$ cat src/core/icc_pkg.sv
// Purpose: Shared constants and types for the codec control port
// Assumes: 20 MHz system clock, bus pins sampled by that clock
// Notes:   Register map, field positions and reset values
package icc_pkg;
    localparam int         REG_COUNT    = 10;
    localparam logic [7:0] LAST_ADDR    = 8'h09;
    localparam logic [5:0] ADDR_FIXED   = 6'h09;   // Upper six address bits 001001
    // Register offsets
    localparam logic [7:0] CLK_RATE_OFS = 8'h00;
    localparam logic [7:0] SER_FMT_OFS  = 8'h01;
    localparam logic [7:0] ADC_EDGE_OFS = 8'h02;
    localparam logic [7:0] LINE_OUT_OFS = 8'h03;
    localparam logic [7:0] CONV_PWR_OFS = 8'h04;
    localparam logic [7:0] IN_GAIN_OFS  = 8'h05;
    localparam logic [7:0] ADC_VOL_OFS  = 8'h06;
    localparam logic [7:0] DAC_VOL_OFS  = 8'h07;
    localparam logic [7:0] MUTE_OFS     = 8'h08;
    localparam logic [7:0] RSVD_OFS     = 8'h09;
    // Reset values
    localparam logic [7:0] IN_GAIN_RST  = 8'h02;
    localparam logic [7:0] ADC_VOL_RST  = 8'h30;
    localparam logic [7:0] DAC_VOL_RST  = 8'h18;
    // Writable bit masks, zero bits read back as zero
    localparam logic [7:0] CLK_RATE_MSK = 8'h0F;
    localparam logic [7:0] ADC_EDGE_MSK = 8'h81;
    localparam logic [7:0] CONV_PWR_MSK = 8'h3D;
    localparam logic [7:0] IN_GAIN_MSK  = 8'h0F;
    localparam logic [7:0] MUTE_MSK     = 8'h33;
    // Field positions
    localparam int CKRST_BIT = 3;
    localparam int BCKE_BIT  = 7;
    localparam int FILT_BIT  = 0;
    localparam int INV_BIT   = 6;
    localparam int ADC_POWER_ENABLE_BIT  = 5;
    localparam int DAC_POWER_ENABLE_BIT  = 4;
    localparam int ADSEL_BIT = 3;
    localparam int INMTH_BIT = 2;
    localparam int CRST_BIT  = 0;
    // Sample-rate codes
    localparam logic [2:0] RATE_MAX_CODE = 3'h5;

    typedef enum logic [2:0] {
        ST_IDLE = 3'b000,
        ST_ADDR = 3'b001,
        ST_RCV  = 3'b010,
        ST_ACK  = 3'b011,
        ST_SEND = 3'b100,
        ST_MACK = 3'b101
    } icc_state_t;

    // Control fields decoded from registers 00h to 04h
    typedef struct packed {
        logic [2:0] sample_rate_select;
        logic       sample_rate_valid;
        logic       clock_reset_release;
        logic       bit_clock_edge_select;
        logic       adc_filter_select;
        logic       output_polarity_flip;
        logic       adc_power_enable;
        logic       dac_power_enable;
        logic       adc_channel_select;
        logic       input_method_select;
        logic       converter_reset_release;
        logic       adc_run;
        logic       dac_run;
    } icc_ctrl_t;
endpackage

$ cat src/core/icc_control_port.sv
// Purpose: I2C target giving access to ten 8-bit codec control registers
// Assumes: SCL and SDA sampled by mclk_in through two flip-flops
// Notes:   Open-drain SDA as in/out/enable; power_down_pin restores register defaults
//
// What this block does
// Serves fast and fast-plus bus rates
// Address 001001 plus address select pin
// Acknowledge matching address, then every byte
// Direction bit: one reads, zero writes
// Master clocks and releases acknowledge bit
// Register address byte, then data, MSB first
// START and STOP frame each transfer
// Data changes only while clock low
// Write counter increments, wraps past 09h
// Read acknowledge sends next, wraps past 09h
// Counter holds last access plus one
// Not-acknowledge then STOP releases the bus
// Random read uses dummy write, repeated START
// Power-down pin low restores register defaults
// Host writes zero to fixed bits
// Sample rate codes, 11x invalid
// Clock reset bit releases clocks
// Bit clock edge select bit
// ADC filter select bit
// Output polarity flip bit
// ADC and DAC power bits
// ADC channel select bit
// Converter reset bit holds both converters
// Input method select bit
// Fixed bits and register 09h read zero
`timescale 1ns/1ns
module icc_control_port
    import icc_pkg::*;
(
    input  wire logic                mclk_in,
    input  wire logic                rst_n_in,
    input  wire logic                power_down_pin_n_in,
    input  wire logic                address_select_bit_in,
    input  wire logic                scl_in,
    input  wire logic                sda_in,
    output logic                     sda_out,
    output logic                     sda_oe_out,
    output icc_pkg::icc_ctrl_t       ctrl_out,
    output logic [7:0]               serial_format_out,
    output logic [7:0]               line_output_routing_out,
    output logic [7:0]               input_amp_gain_out,
    output logic [7:0]               adc_volume_out,
    output logic [7:0]               dac_volume_out,
    output logic [7:0]               soft_mute_out
);
    import icc_pkg::*;

    ////////////////////////////////////////////////////////////////////////
    // State record
    typedef struct packed {
        logic [1:0]  scl_sync;
        logic [1:0]  sda_sync;
        logic [1:0]  sel_sync;
        logic        scl_d;
        logic        sda_d;
        logic        pdn_s1;
        logic        pdn_s2;
        icc_state_t  state;
        logic [3:0]  bit_cnt;
        logic [7:0]  shift;
        logic        first_byte;
        logic        is_read;
        logic        ack_drive;
        logic [7:0]  addr_cnt;
        logic [79:0] regs;
        icc_ctrl_t   ctrl;
        logic        sda_o;
        logic        sda_oe;
    } icc_core_t;

    icc_core_t core_reg;
    icc_core_t core_next;

    logic scl_rise;
    logic scl_fall;
    logic start_det;
    logic stop_det;
    logic scl_s;
    logic sda_s;

    // Wrap the address counter past the last register
    function automatic logic [7:0] next_addr(input logic [7:0] a);
        next_addr = (a >= LAST_ADDR) ? 8'h00 : a + 8'h01;
    endfunction

    // Mask writable bits; reserved register and fixed bits stay zero
    function automatic logic [7:0] wr_mask(input logic [7:0] a);
        if (a == CLK_RATE_OFS)      wr_mask = CLK_RATE_MSK;
        else if (a == ADC_EDGE_OFS) wr_mask = ADC_EDGE_MSK;
        else if (a == CONV_PWR_OFS) wr_mask = CONV_PWR_MSK;
        else if (a == IN_GAIN_OFS)  wr_mask = IN_GAIN_MSK;
        else if (a == MUTE_OFS)     wr_mask = MUTE_MSK;
        else if (a == RSVD_OFS)     wr_mask = 8'h00;
        else                        wr_mask = 8'hFF;
    endfunction

    function automatic logic [79:0] reg_defaults();
        logic [79:0] d;
        d = '0;
        d[IN_GAIN_OFS*8 +: 8] = IN_GAIN_RST;
        d[ADC_VOL_OFS*8 +: 8] = ADC_VOL_RST;
        d[DAC_VOL_OFS*8 +: 8] = DAC_VOL_RST;
        reg_defaults = d;
    endfunction

    // Decode control fields of registers 00h to 04h
    function automatic icc_ctrl_t decode_ctrl(input logic [79:0] r);
        icc_ctrl_t  c;
        logic [7:0] b0;
        logic [7:0] b2;
        logic [7:0] b3;
        logic [7:0] b4;
        b0 = r[CLK_RATE_OFS*8 +: 8];
        b2 = r[ADC_EDGE_OFS*8 +: 8];
        b3 = r[LINE_OUT_OFS*8 +: 8];
        b4 = r[CONV_PWR_OFS*8 +: 8];
        c.sample_rate_select      = b0[2:0];
        c.sample_rate_valid       = b0[2:0] <= RATE_MAX_CODE;
        c.clock_reset_release     = b0[CKRST_BIT];
        c.bit_clock_edge_select   = b2[BCKE_BIT];
        c.adc_filter_select       = b2[FILT_BIT];
        c.output_polarity_flip    = b3[INV_BIT];
        c.adc_power_enable        = b4[ADC_POWER_ENABLE_BIT];
        c.dac_power_enable        = b4[DAC_POWER_ENABLE_BIT];
        c.adc_channel_select      = b4[ADSEL_BIT];
        c.input_method_select     = b4[INMTH_BIT];
        c.converter_reset_release = b4[CRST_BIT];
        c.adc_run                 = b4[ADC_POWER_ENABLE_BIT] & b4[CRST_BIT];
        c.dac_run                 = b4[DAC_POWER_ENABLE_BIT] & b4[CRST_BIT];
        decode_ctrl = c;
    endfunction

    // Constant images used by the asynchronous reset
    localparam logic [79:0] REG_DFLT  = reg_defaults();
    localparam icc_ctrl_t   CTRL_DFLT = decode_ctrl(REG_DFLT);

    ////////////////////////////////////////////////////////////////////////
    // Bus condition detection on synchronised pins
    assign scl_s     = core_reg.scl_sync[1];
    assign sda_s     = core_reg.sda_sync[1];
    assign scl_rise  = scl_s & ~core_reg.scl_d;
    assign scl_fall  = ~scl_s & core_reg.scl_d;
    assign start_det = scl_s & core_reg.scl_d & core_reg.sda_d & ~sda_s;
    assign stop_det  = scl_s & core_reg.scl_d & ~core_reg.sda_d & sda_s;

    ////////////////////////////////////////////////////////////////////////
    // Next-state logic
    always_comb begin
        logic [7:0] rdata;
        rdata = '0;
        core_next = core_reg;
        core_next.scl_sync = {core_reg.scl_sync[0], scl_in};
        core_next.sda_sync = {core_reg.sda_sync[0], sda_in};
        core_next.sel_sync = {core_reg.sel_sync[0], address_select_bit_in};
        core_next.scl_d    = scl_s;
        core_next.sda_d    = sda_s;
        core_next.pdn_s1   = power_down_pin_n_in;
        core_next.pdn_s2   = core_reg.pdn_s1;
        // Nothing past 09h is read from the image
        if (core_reg.addr_cnt <= LAST_ADDR) begin
            rdata = core_reg.regs[core_reg.addr_cnt[3:0]*8 +: 8];
        end

        if (start_det) begin
            // Start or repeated start: take the address byte
            core_next.state    = ST_ADDR;
            core_next.bit_cnt  = '0;
            core_next.sda_oe   = 1'b0;
            core_next.first_byte = 1'b1;
        end else if (stop_det) begin
            core_next.state  = ST_IDLE;
            core_next.sda_oe = 1'b0;
        end else begin
            case (core_reg.state)
                ST_IDLE: begin
                    core_next.sda_oe = 1'b0;
                end
                ST_ADDR, ST_RCV: begin
                    // Shift data on clock rise, MSB first
                    if (scl_rise) begin
                        core_next.shift   = {core_reg.shift[6:0], sda_s};
                        core_next.bit_cnt = core_reg.bit_cnt + 4'h1;
                    end
                    if (scl_fall && core_reg.bit_cnt == 4'h8) begin
                        core_next.bit_cnt = '0;
                        core_next.state   = ST_ACK;
                        core_next.ack_drive = 1'b1;
                        if (core_reg.state == ST_ADDR) begin
                            core_next.is_read = core_reg.shift[0];
                            if (core_reg.shift[7:2] != ADDR_FIXED ||
                                core_reg.shift[1] != core_reg.sel_sync[1]) begin
                                core_next.state     = ST_IDLE;
                                core_next.ack_drive = 1'b0;
                            end
                        end else if (core_reg.first_byte) begin
                            core_next.addr_cnt   = core_reg.shift;
                            core_next.first_byte = 1'b0;
                        end else begin
                            // Store data and advance the counter
                            if (core_reg.addr_cnt <= LAST_ADDR)
                                core_next.regs[core_reg.addr_cnt[3:0]*8 +: 8] =
                                    core_reg.shift & wr_mask(core_reg.addr_cnt);
                            core_next.addr_cnt = next_addr(core_reg.addr_cnt);
                        end
                        core_next.sda_o  = 1'b0;
                        core_next.sda_oe = core_next.ack_drive;
                    end
                end
                ST_ACK: begin
                    // Release acknowledge at the end of its clock pulse
                    if (scl_fall) begin
                        core_next.ack_drive = 1'b0;
                        core_next.sda_oe    = 1'b0;
                        if (core_reg.is_read) begin
                            core_next.state  = ST_SEND;
                            core_next.shift  = rdata;
                            core_next.sda_o  = rdata[7];
                            core_next.sda_oe = ~rdata[7];
                            core_next.bit_cnt = 4'h1;
                            core_next.addr_cnt = next_addr(core_reg.addr_cnt);
                        end else begin
                            core_next.state = ST_RCV;
                        end
                    end
                end
                ST_SEND: begin
                    if (scl_fall) begin
                        if (core_reg.bit_cnt == 4'h8) begin
                            core_next.state  = ST_MACK;
                            core_next.sda_oe = 1'b0;
                        end else begin
                            core_next.sda_o   = core_reg.shift[7 - core_reg.bit_cnt[2:0]];
                            core_next.sda_oe  = ~core_next.sda_o;
                            core_next.bit_cnt = core_reg.bit_cnt + 4'h1;
                        end
                    end
                end
                ST_MACK: begin
                    // Master acknowledge asks for the next byte
                    if (scl_rise) begin
                        core_next.ack_drive = ~sda_s;
                    end
                    if (scl_fall) begin
                        if (core_reg.ack_drive) begin
                            core_next.state    = ST_SEND;
                            core_next.shift    = rdata;
                            core_next.sda_o    = rdata[7];
                            core_next.sda_oe   = ~rdata[7];
                            core_next.bit_cnt  = 4'h1;
                            core_next.addr_cnt = next_addr(core_reg.addr_cnt);
                        end else begin
                            core_next.state  = ST_IDLE;
                            core_next.sda_oe = 1'b0;
                        end
                        core_next.ack_drive = 1'b0;
                    end
                end
                default: core_next.state = ST_IDLE;
            endcase
        end
        // Power-down pin low forces defaults
        if (!core_reg.pdn_s2) begin
            core_next.regs     = reg_defaults();
            core_next.addr_cnt = '0;
            core_next.state    = ST_IDLE;
            core_next.sda_oe   = 1'b0;
        end
        // Registered control fields follow the register image
        core_next.ctrl = decode_ctrl(core_next.regs);
    end

    ////////////////////////////////////////////////////////////////////////
    // State register
    always_ff @(posedge mclk_in or negedge rst_n_in) begin
        if (!rst_n_in) begin
            core_reg <= '{scl_sync: 2'h3, sda_sync: 2'h3, sel_sync: 2'h0, scl_d: 1'b1, sda_d: 1'b1,
                          pdn_s1: 1'b0, pdn_s2: 1'b0, state: ST_IDLE, bit_cnt: 4'h0,
                          shift: 8'h00, first_byte: 1'b0, is_read: 1'b0, ack_drive: 1'b0,
                          addr_cnt: 8'h00, regs: REG_DFLT, ctrl: CTRL_DFLT, sda_o: 1'b0, sda_oe: 1'b0};
        end else begin
            core_reg <= core_next;
        end
    end

    ////////////////////////////////////////////////////////////////////////
    // Outputs from flip-flops; decoded control fields
    logic [7:0] r0;
    logic [7:0] r3;
    logic [7:0] r4;
    assign r0 = core_reg.regs[CLK_RATE_OFS*8 +: 8];
    assign r3 = core_reg.regs[LINE_OUT_OFS*8 +: 8];
    assign r4 = core_reg.regs[CONV_PWR_OFS*8 +: 8];
    assign sda_out    = core_reg.sda_o;
    assign sda_oe_out = core_reg.sda_oe;
    assign ctrl_out   = core_reg.ctrl;
    assign serial_format_out       = core_reg.regs[SER_FMT_OFS*8 +: 8];
    assign line_output_routing_out = r3;
    assign input_amp_gain_out      = core_reg.regs[IN_GAIN_OFS*8 +: 8];
    assign adc_volume_out          = core_reg.regs[ADC_VOL_OFS*8 +: 8];
    assign dac_volume_out          = core_reg.regs[DAC_VOL_OFS*8 +: 8];
    assign soft_mute_out           = core_reg.regs[MUTE_OFS*8 +: 8];

    ////////////////////////////////////////////////////////////////////////
    // Checks
    a_rsvd_reads_zero: assert property (@(posedge mclk_in) disable iff (!rst_n_in)
        core_reg.regs[RSVD_OFS*8 +: 8] == 8'h00) else $error("reserved register not zero");
    a_pdn_defaults: assert property (@(posedge mclk_in) disable iff (!rst_n_in)
        !core_reg.pdn_s2 |=> core_reg.regs == reg_defaults()) else $error("power-down left non-default");
    a_counter_wrap: assert property (@(posedge mclk_in) disable iff (!rst_n_in)
        core_reg.addr_cnt <= LAST_ADDR |=> core_reg.addr_cnt <= LAST_ADDR) else $error("counter past 09h");
    a_stop_release: assert property (@(posedge mclk_in) disable iff (!rst_n_in)
        stop_det |=> !core_reg.sda_oe && core_reg.state == ST_IDLE) else $error("bus held after stop");
    a_start_addr: assert property (@(posedge mclk_in) disable iff (!rst_n_in)
        start_det && core_reg.pdn_s2 |=> core_reg.state == ST_ADDR) else $error("start not taken");
    a_fixed_bits: assert property (@(posedge mclk_in) disable iff (!rst_n_in)
        (r4 & ~CONV_PWR_MSK) == 8'h00 && (r0 & ~CLK_RATE_MSK) == 8'h00) else $error("fixed bit set");
    a_run_gated: assert property (@(posedge mclk_in) disable iff (!rst_n_in)
        !r4[CRST_BIT] |-> !ctrl_out.adc_run && !ctrl_out.dac_run) else $error("converter run in reset");
    a_ack_low: assert property (@(posedge mclk_in) disable iff (!rst_n_in)
        core_reg.state == ST_ACK && core_reg.sda_oe |-> !core_reg.sda_o) else $error("ack not low");
endmodule

$ cat config.mk
export PLATFORM = sky130hd
export DESIGN_NAME = icc_control_port
export DESIGN_NICKNAME = d
export VERILOG_FILES = /design/src/core/icc_pkg.sv /design/src/core/icc_control_port.sv
export SDC_FILE = /design/constraint.sdc
export NUM_CORES = 1
export LEC_CHECK = 0
export BUFFER_PORTS_ARGS = -buffer_cell sky130_fd_sc_hd__buf_2
export CORE_UTILIZATION = 50
export DETAILED_ROUTE_END_ITERATION = 6
export GPL_TIMING_DRIVEN = 0
export HOLD_SLACK_MARGIN = 0.12
export PLACE_DENSITY_LB_ADDON = 0.05
export SLEW_MARGIN = 20
export SYNTH_ARGS = -nofsm -noshare
export SYNTH_HDL_FRONTEND = slang
export SYNTH_SLANG_ARGS = --single-unit
$ cat constraint.sdc
create_clock -name mclk_in -period 8 [get_ports mclk_in]
set_input_delay 0.4 -clock mclk_in [delete_from_list [all_inputs] [get_ports mclk_in]]
set_output_delay 0.4 -clock mclk_in [all_outputs]
set_load 0.01 [all_outputs]
==> flow_metrics.env <==
export IMPL_cts_buffer_depth=2
export IMPL_netlist_area_um2=7108
export IMPL_dp_cells=975
export IMPL_p_per_area_nw_per_um2=191.4
export IMPL_die_h_um=121.2
export IMPL_synthCells=724
export IMPL_synth_area_mux_share_pct=8.572
export IMPL_cts_tree="yes"
export IMPL_synth_xor_area_share_pct=0.8625
export IMPL_cp_slowest_cell="buf_1"
export IMPL_synthAdderAreaFrac_pct=2.253
export IMPL_io_pins=71
export IMPL_async_reset_ff_share_pct=100.0
export IMPL_drtAntennaViolNets=0
export IMPL_fin_crit_ns=4.279
export IMPL_dp_hpwl_mm=15.85
export IMPL_hold_viol_final=0
export IMPL_crit_required_ns=8.26
export IMPL_grt_pass1_vias=5724
export IMPL_p_leak_nw=3.956
export IMPL_grt_max_degree=63
export IMPL_design_power_total_mw=1.615
export IMPL_cts_buffers=17
export IMPL_area_growth_pct=18.73
export IMPL_yosys_area_share_simple_pct=17.74
export IMPL_dr_pass1_iters=5
export IMPL_worst_slew_pin_transition_ns=1.201
export IMPL_cp_max_fo=10
export IMPL_grt_pass1_wl_mm=33.84
export IMPL_drive_gt1_share_pct=28.00
export IMPL_largest_reg_flops=60
export IMPL_synth_top_flop_cell="dfrtp_1"
export IMPL_max_freq_ghz=0.2337
export IMPL_wirelength_mm=21.95
export IMPL_synth_cell_type_count=76
export IMPL_synth_top_area_share_pct=38.37
export IMPL_clock_sinks=121
export IMPL_fin_cells=1012
export IMPL_yosysWarningCount=0
export IMPL_ys_seq_elements=121
export IMPL_dieArea_um2=14700
export IMPL_drtIter0Drc=650
export IMPL_synth_top_family_by_area="compound AO/OA/AOI/OAI gates"
export IMPL_end_kind="flip-flop"
export IMPL_syn_nets=742
export IMPL_dieWidth_um=121.2
export IMPL_synth_compound_area_share_pct=17.87
export IMPL_rsz0062_at_grt="false"
export IMPL_htreeDepth=4
export IMPL_core_area_um2=13880
export IMPL_rows=43
export IMPL_hp_class="reg2reg"
export IMPL_grt_overflow=0
export IMPL_initial_core_util_pct=51.21
export IMPL_grt_usage_pct=31.61
export IMPL_synthTopCellsByCount="dfrtp_1, nand2_1, o21ai_0, buf_4, a22o_1"
export IMPL_place_congestion=0.9267
export IMPL_finalSetupTns_ns=0
export IMPL_antenna_found_initial=1
export IMPL_insertion_delay_ns=0.42
export IMPL_drv_cap=0
export IMPL_critical_path_arrival_ns=4.54
export IMPL_fin_crit_sh_pct=53.48
export IMPL_post_synth_top_count_cell="dfrtp_1"
export IMPL_start_kind="flip-flop"
export IMPL_path_class="reg2reg"
export IMPL_nets=837
export IMPL_maxSlewHeadroom_pct=19.10
export IMPL_finish_utilization_pct=60.80
export IMPL_ys_top_cells_by_area="dfrtp_1, buf_4, mux4_2"
export IMPL_drc=0
export IMPL_path_clk_slew_ns=0.06
export IMPL_synth_edff_count=0
export IMPL_drv_slew=0
export IMPL_max_stage_delay_ns=0.63
export IMPL_fin_skew_ns=0.006914
export IMPL_ys_seq_area_share_pct=42.81
export IMPL_wl_per_cell_um=21.69
export IMPL_io_buffer_count=70
export IMPL_path_cells="clkbuf_1 > buf_2 > buf_1 > nor2_1 > ha_1 > a21boi_0 > nor3b_1 > o21ai_1 > nand2_1 > o21ai_0"
export IMPL_irDropWorstVdd_v=0.0001708
export IMPL_setup_viol=0
export IMPL_ctsRootBufferMaster="clkbuf_16"
export IMPL_vias=6132
export IMPL_status="completed"
export IMPL_yosysTopAreaCell="dfrtp_1"
export IMPL_viasPerCell=6.059
export IMPL_n_antenna_cell=0
export IMPL_syn_area_per_cell_um2=9.818
export IMPL_n_fill_cell=1204
export IMPL_r2r_slack_ns=3.72
## metal layers
layer | global-route usage, % | part of all wire [%] | vias to the layer above
met5 | 0 | 0 | -
met4 | 8.565 | 1.5 | 0
met3 | 9.070 | 7.4 | 29
met2 | 46.14 | 45 | 251
met1 | 45.66 | 46 | 3101
li1 | - | - | 2751
## power breakdown
group,total (mW),switching [mW],internal (mW)
Clock,0.872,0.286,0.587
Combinational,0.0980,0.0655,0.0325
Sequential,0.645,0.0188,0.626
Total,1.62,0.370,1.25
## worst max-delay path, delay by kind of cell, from the launching register on
| kind | cells | cell delay [ns] |
|---|---|---|
| buffers and inverters | 3 | 1.55 |
| AOI/OAI and AO/OA | 3 | 0.97 |
| adders and majority gates | 1 | 0.48 |
| and+or+nand+nor | 3 | 0.69 |
| DFF | 1 | 0.41 |
## placed cells by master (no fill, tap or decap), types with 16 or more instances in the layout
cell and count:
and2_1 16, buf_2 76, a21oi_1 22, nand3_1 26
inv_1 24, nor2_1 21, o21ai_0 64, clkbuf_16 17
dfrtp_1 109, nand2_1 100, mux4_2 18, clkbuf_1 20
buf_4 63, nor3_1 16, mux2i_1 17, a22o_1 27
## cell type report
| type | instances | area [um^2] | share of cell area (%) |
|---|---|---|---|
| clock buffers | 22 | 484.2 | 5.738 |
| plain buffers | 94 | 613.1 | 7.265 |
| multi-input cells | 485 | 3362 | 39.84 |
| flip-flops and latches | 121 | 3043 | 36.06 |
| repair buffers | 76 | 434.2 | 5.145 |
| clock inverters | 10 | 187.7 | 2.224 |
| inverters | 24 | 90.09 | 1.067 |
| well taps | 180 | 225.2 | 2.669 |
## path summary, 6_finish.rpt
path | start | end | depth (start not counted)
max | core_reg[97] | adc_volume_out[1] | 10
min | core_next[123] | core_reg[123] | 0
max reg2reg | core_reg[97] | adc_volume_out[1] | 10
min reg2reg | core_next[123] | core_reg[123] | 0
max in group asynchronous | rst_n_in | core_reg[125] | 3
min in group asynchronous | rst_n_in | core_reg[23] | 2
## through the flow
| stage | cell area, um^2 | hold slack [ns] | setup slack, ns |
|---|---|---|---|
| global placement | 7684 | 0.3355 | 3.817 |
| global route | 8439 | 0.3479 | 3.376 |
| detailed placement | 7717 | 0.3371 | 3.746 |
| finish | 8439 | 0.3438 | 3.721 |
| floorplan | 7108 | 0.1044 | 4.929 |
| CTS | 8439 | 0.3484 | 3.729 |
## cells by family (layout without fill, tap and decap cells)
group | after synthesis | count (layout)
AO/OA/AOI/OAI | 188 | 188
AND/OR/NAND/NOR | 239 | 239
buffers and inverters | 118 | 226
multiplexers | 38 | 38
XOR/XNOR | 7 | 7
adder cells (fa/ha/maj) | 13 | 13
flip-flops | 121 | 121
## timing repair
item                      4_1_cts  5_1_grt
hold buffers                    5        0
hold endpoints to repair       63        0
gates resized for setup         0        0
setup buffers                   0        0
(Power assumes the default switching activity.)
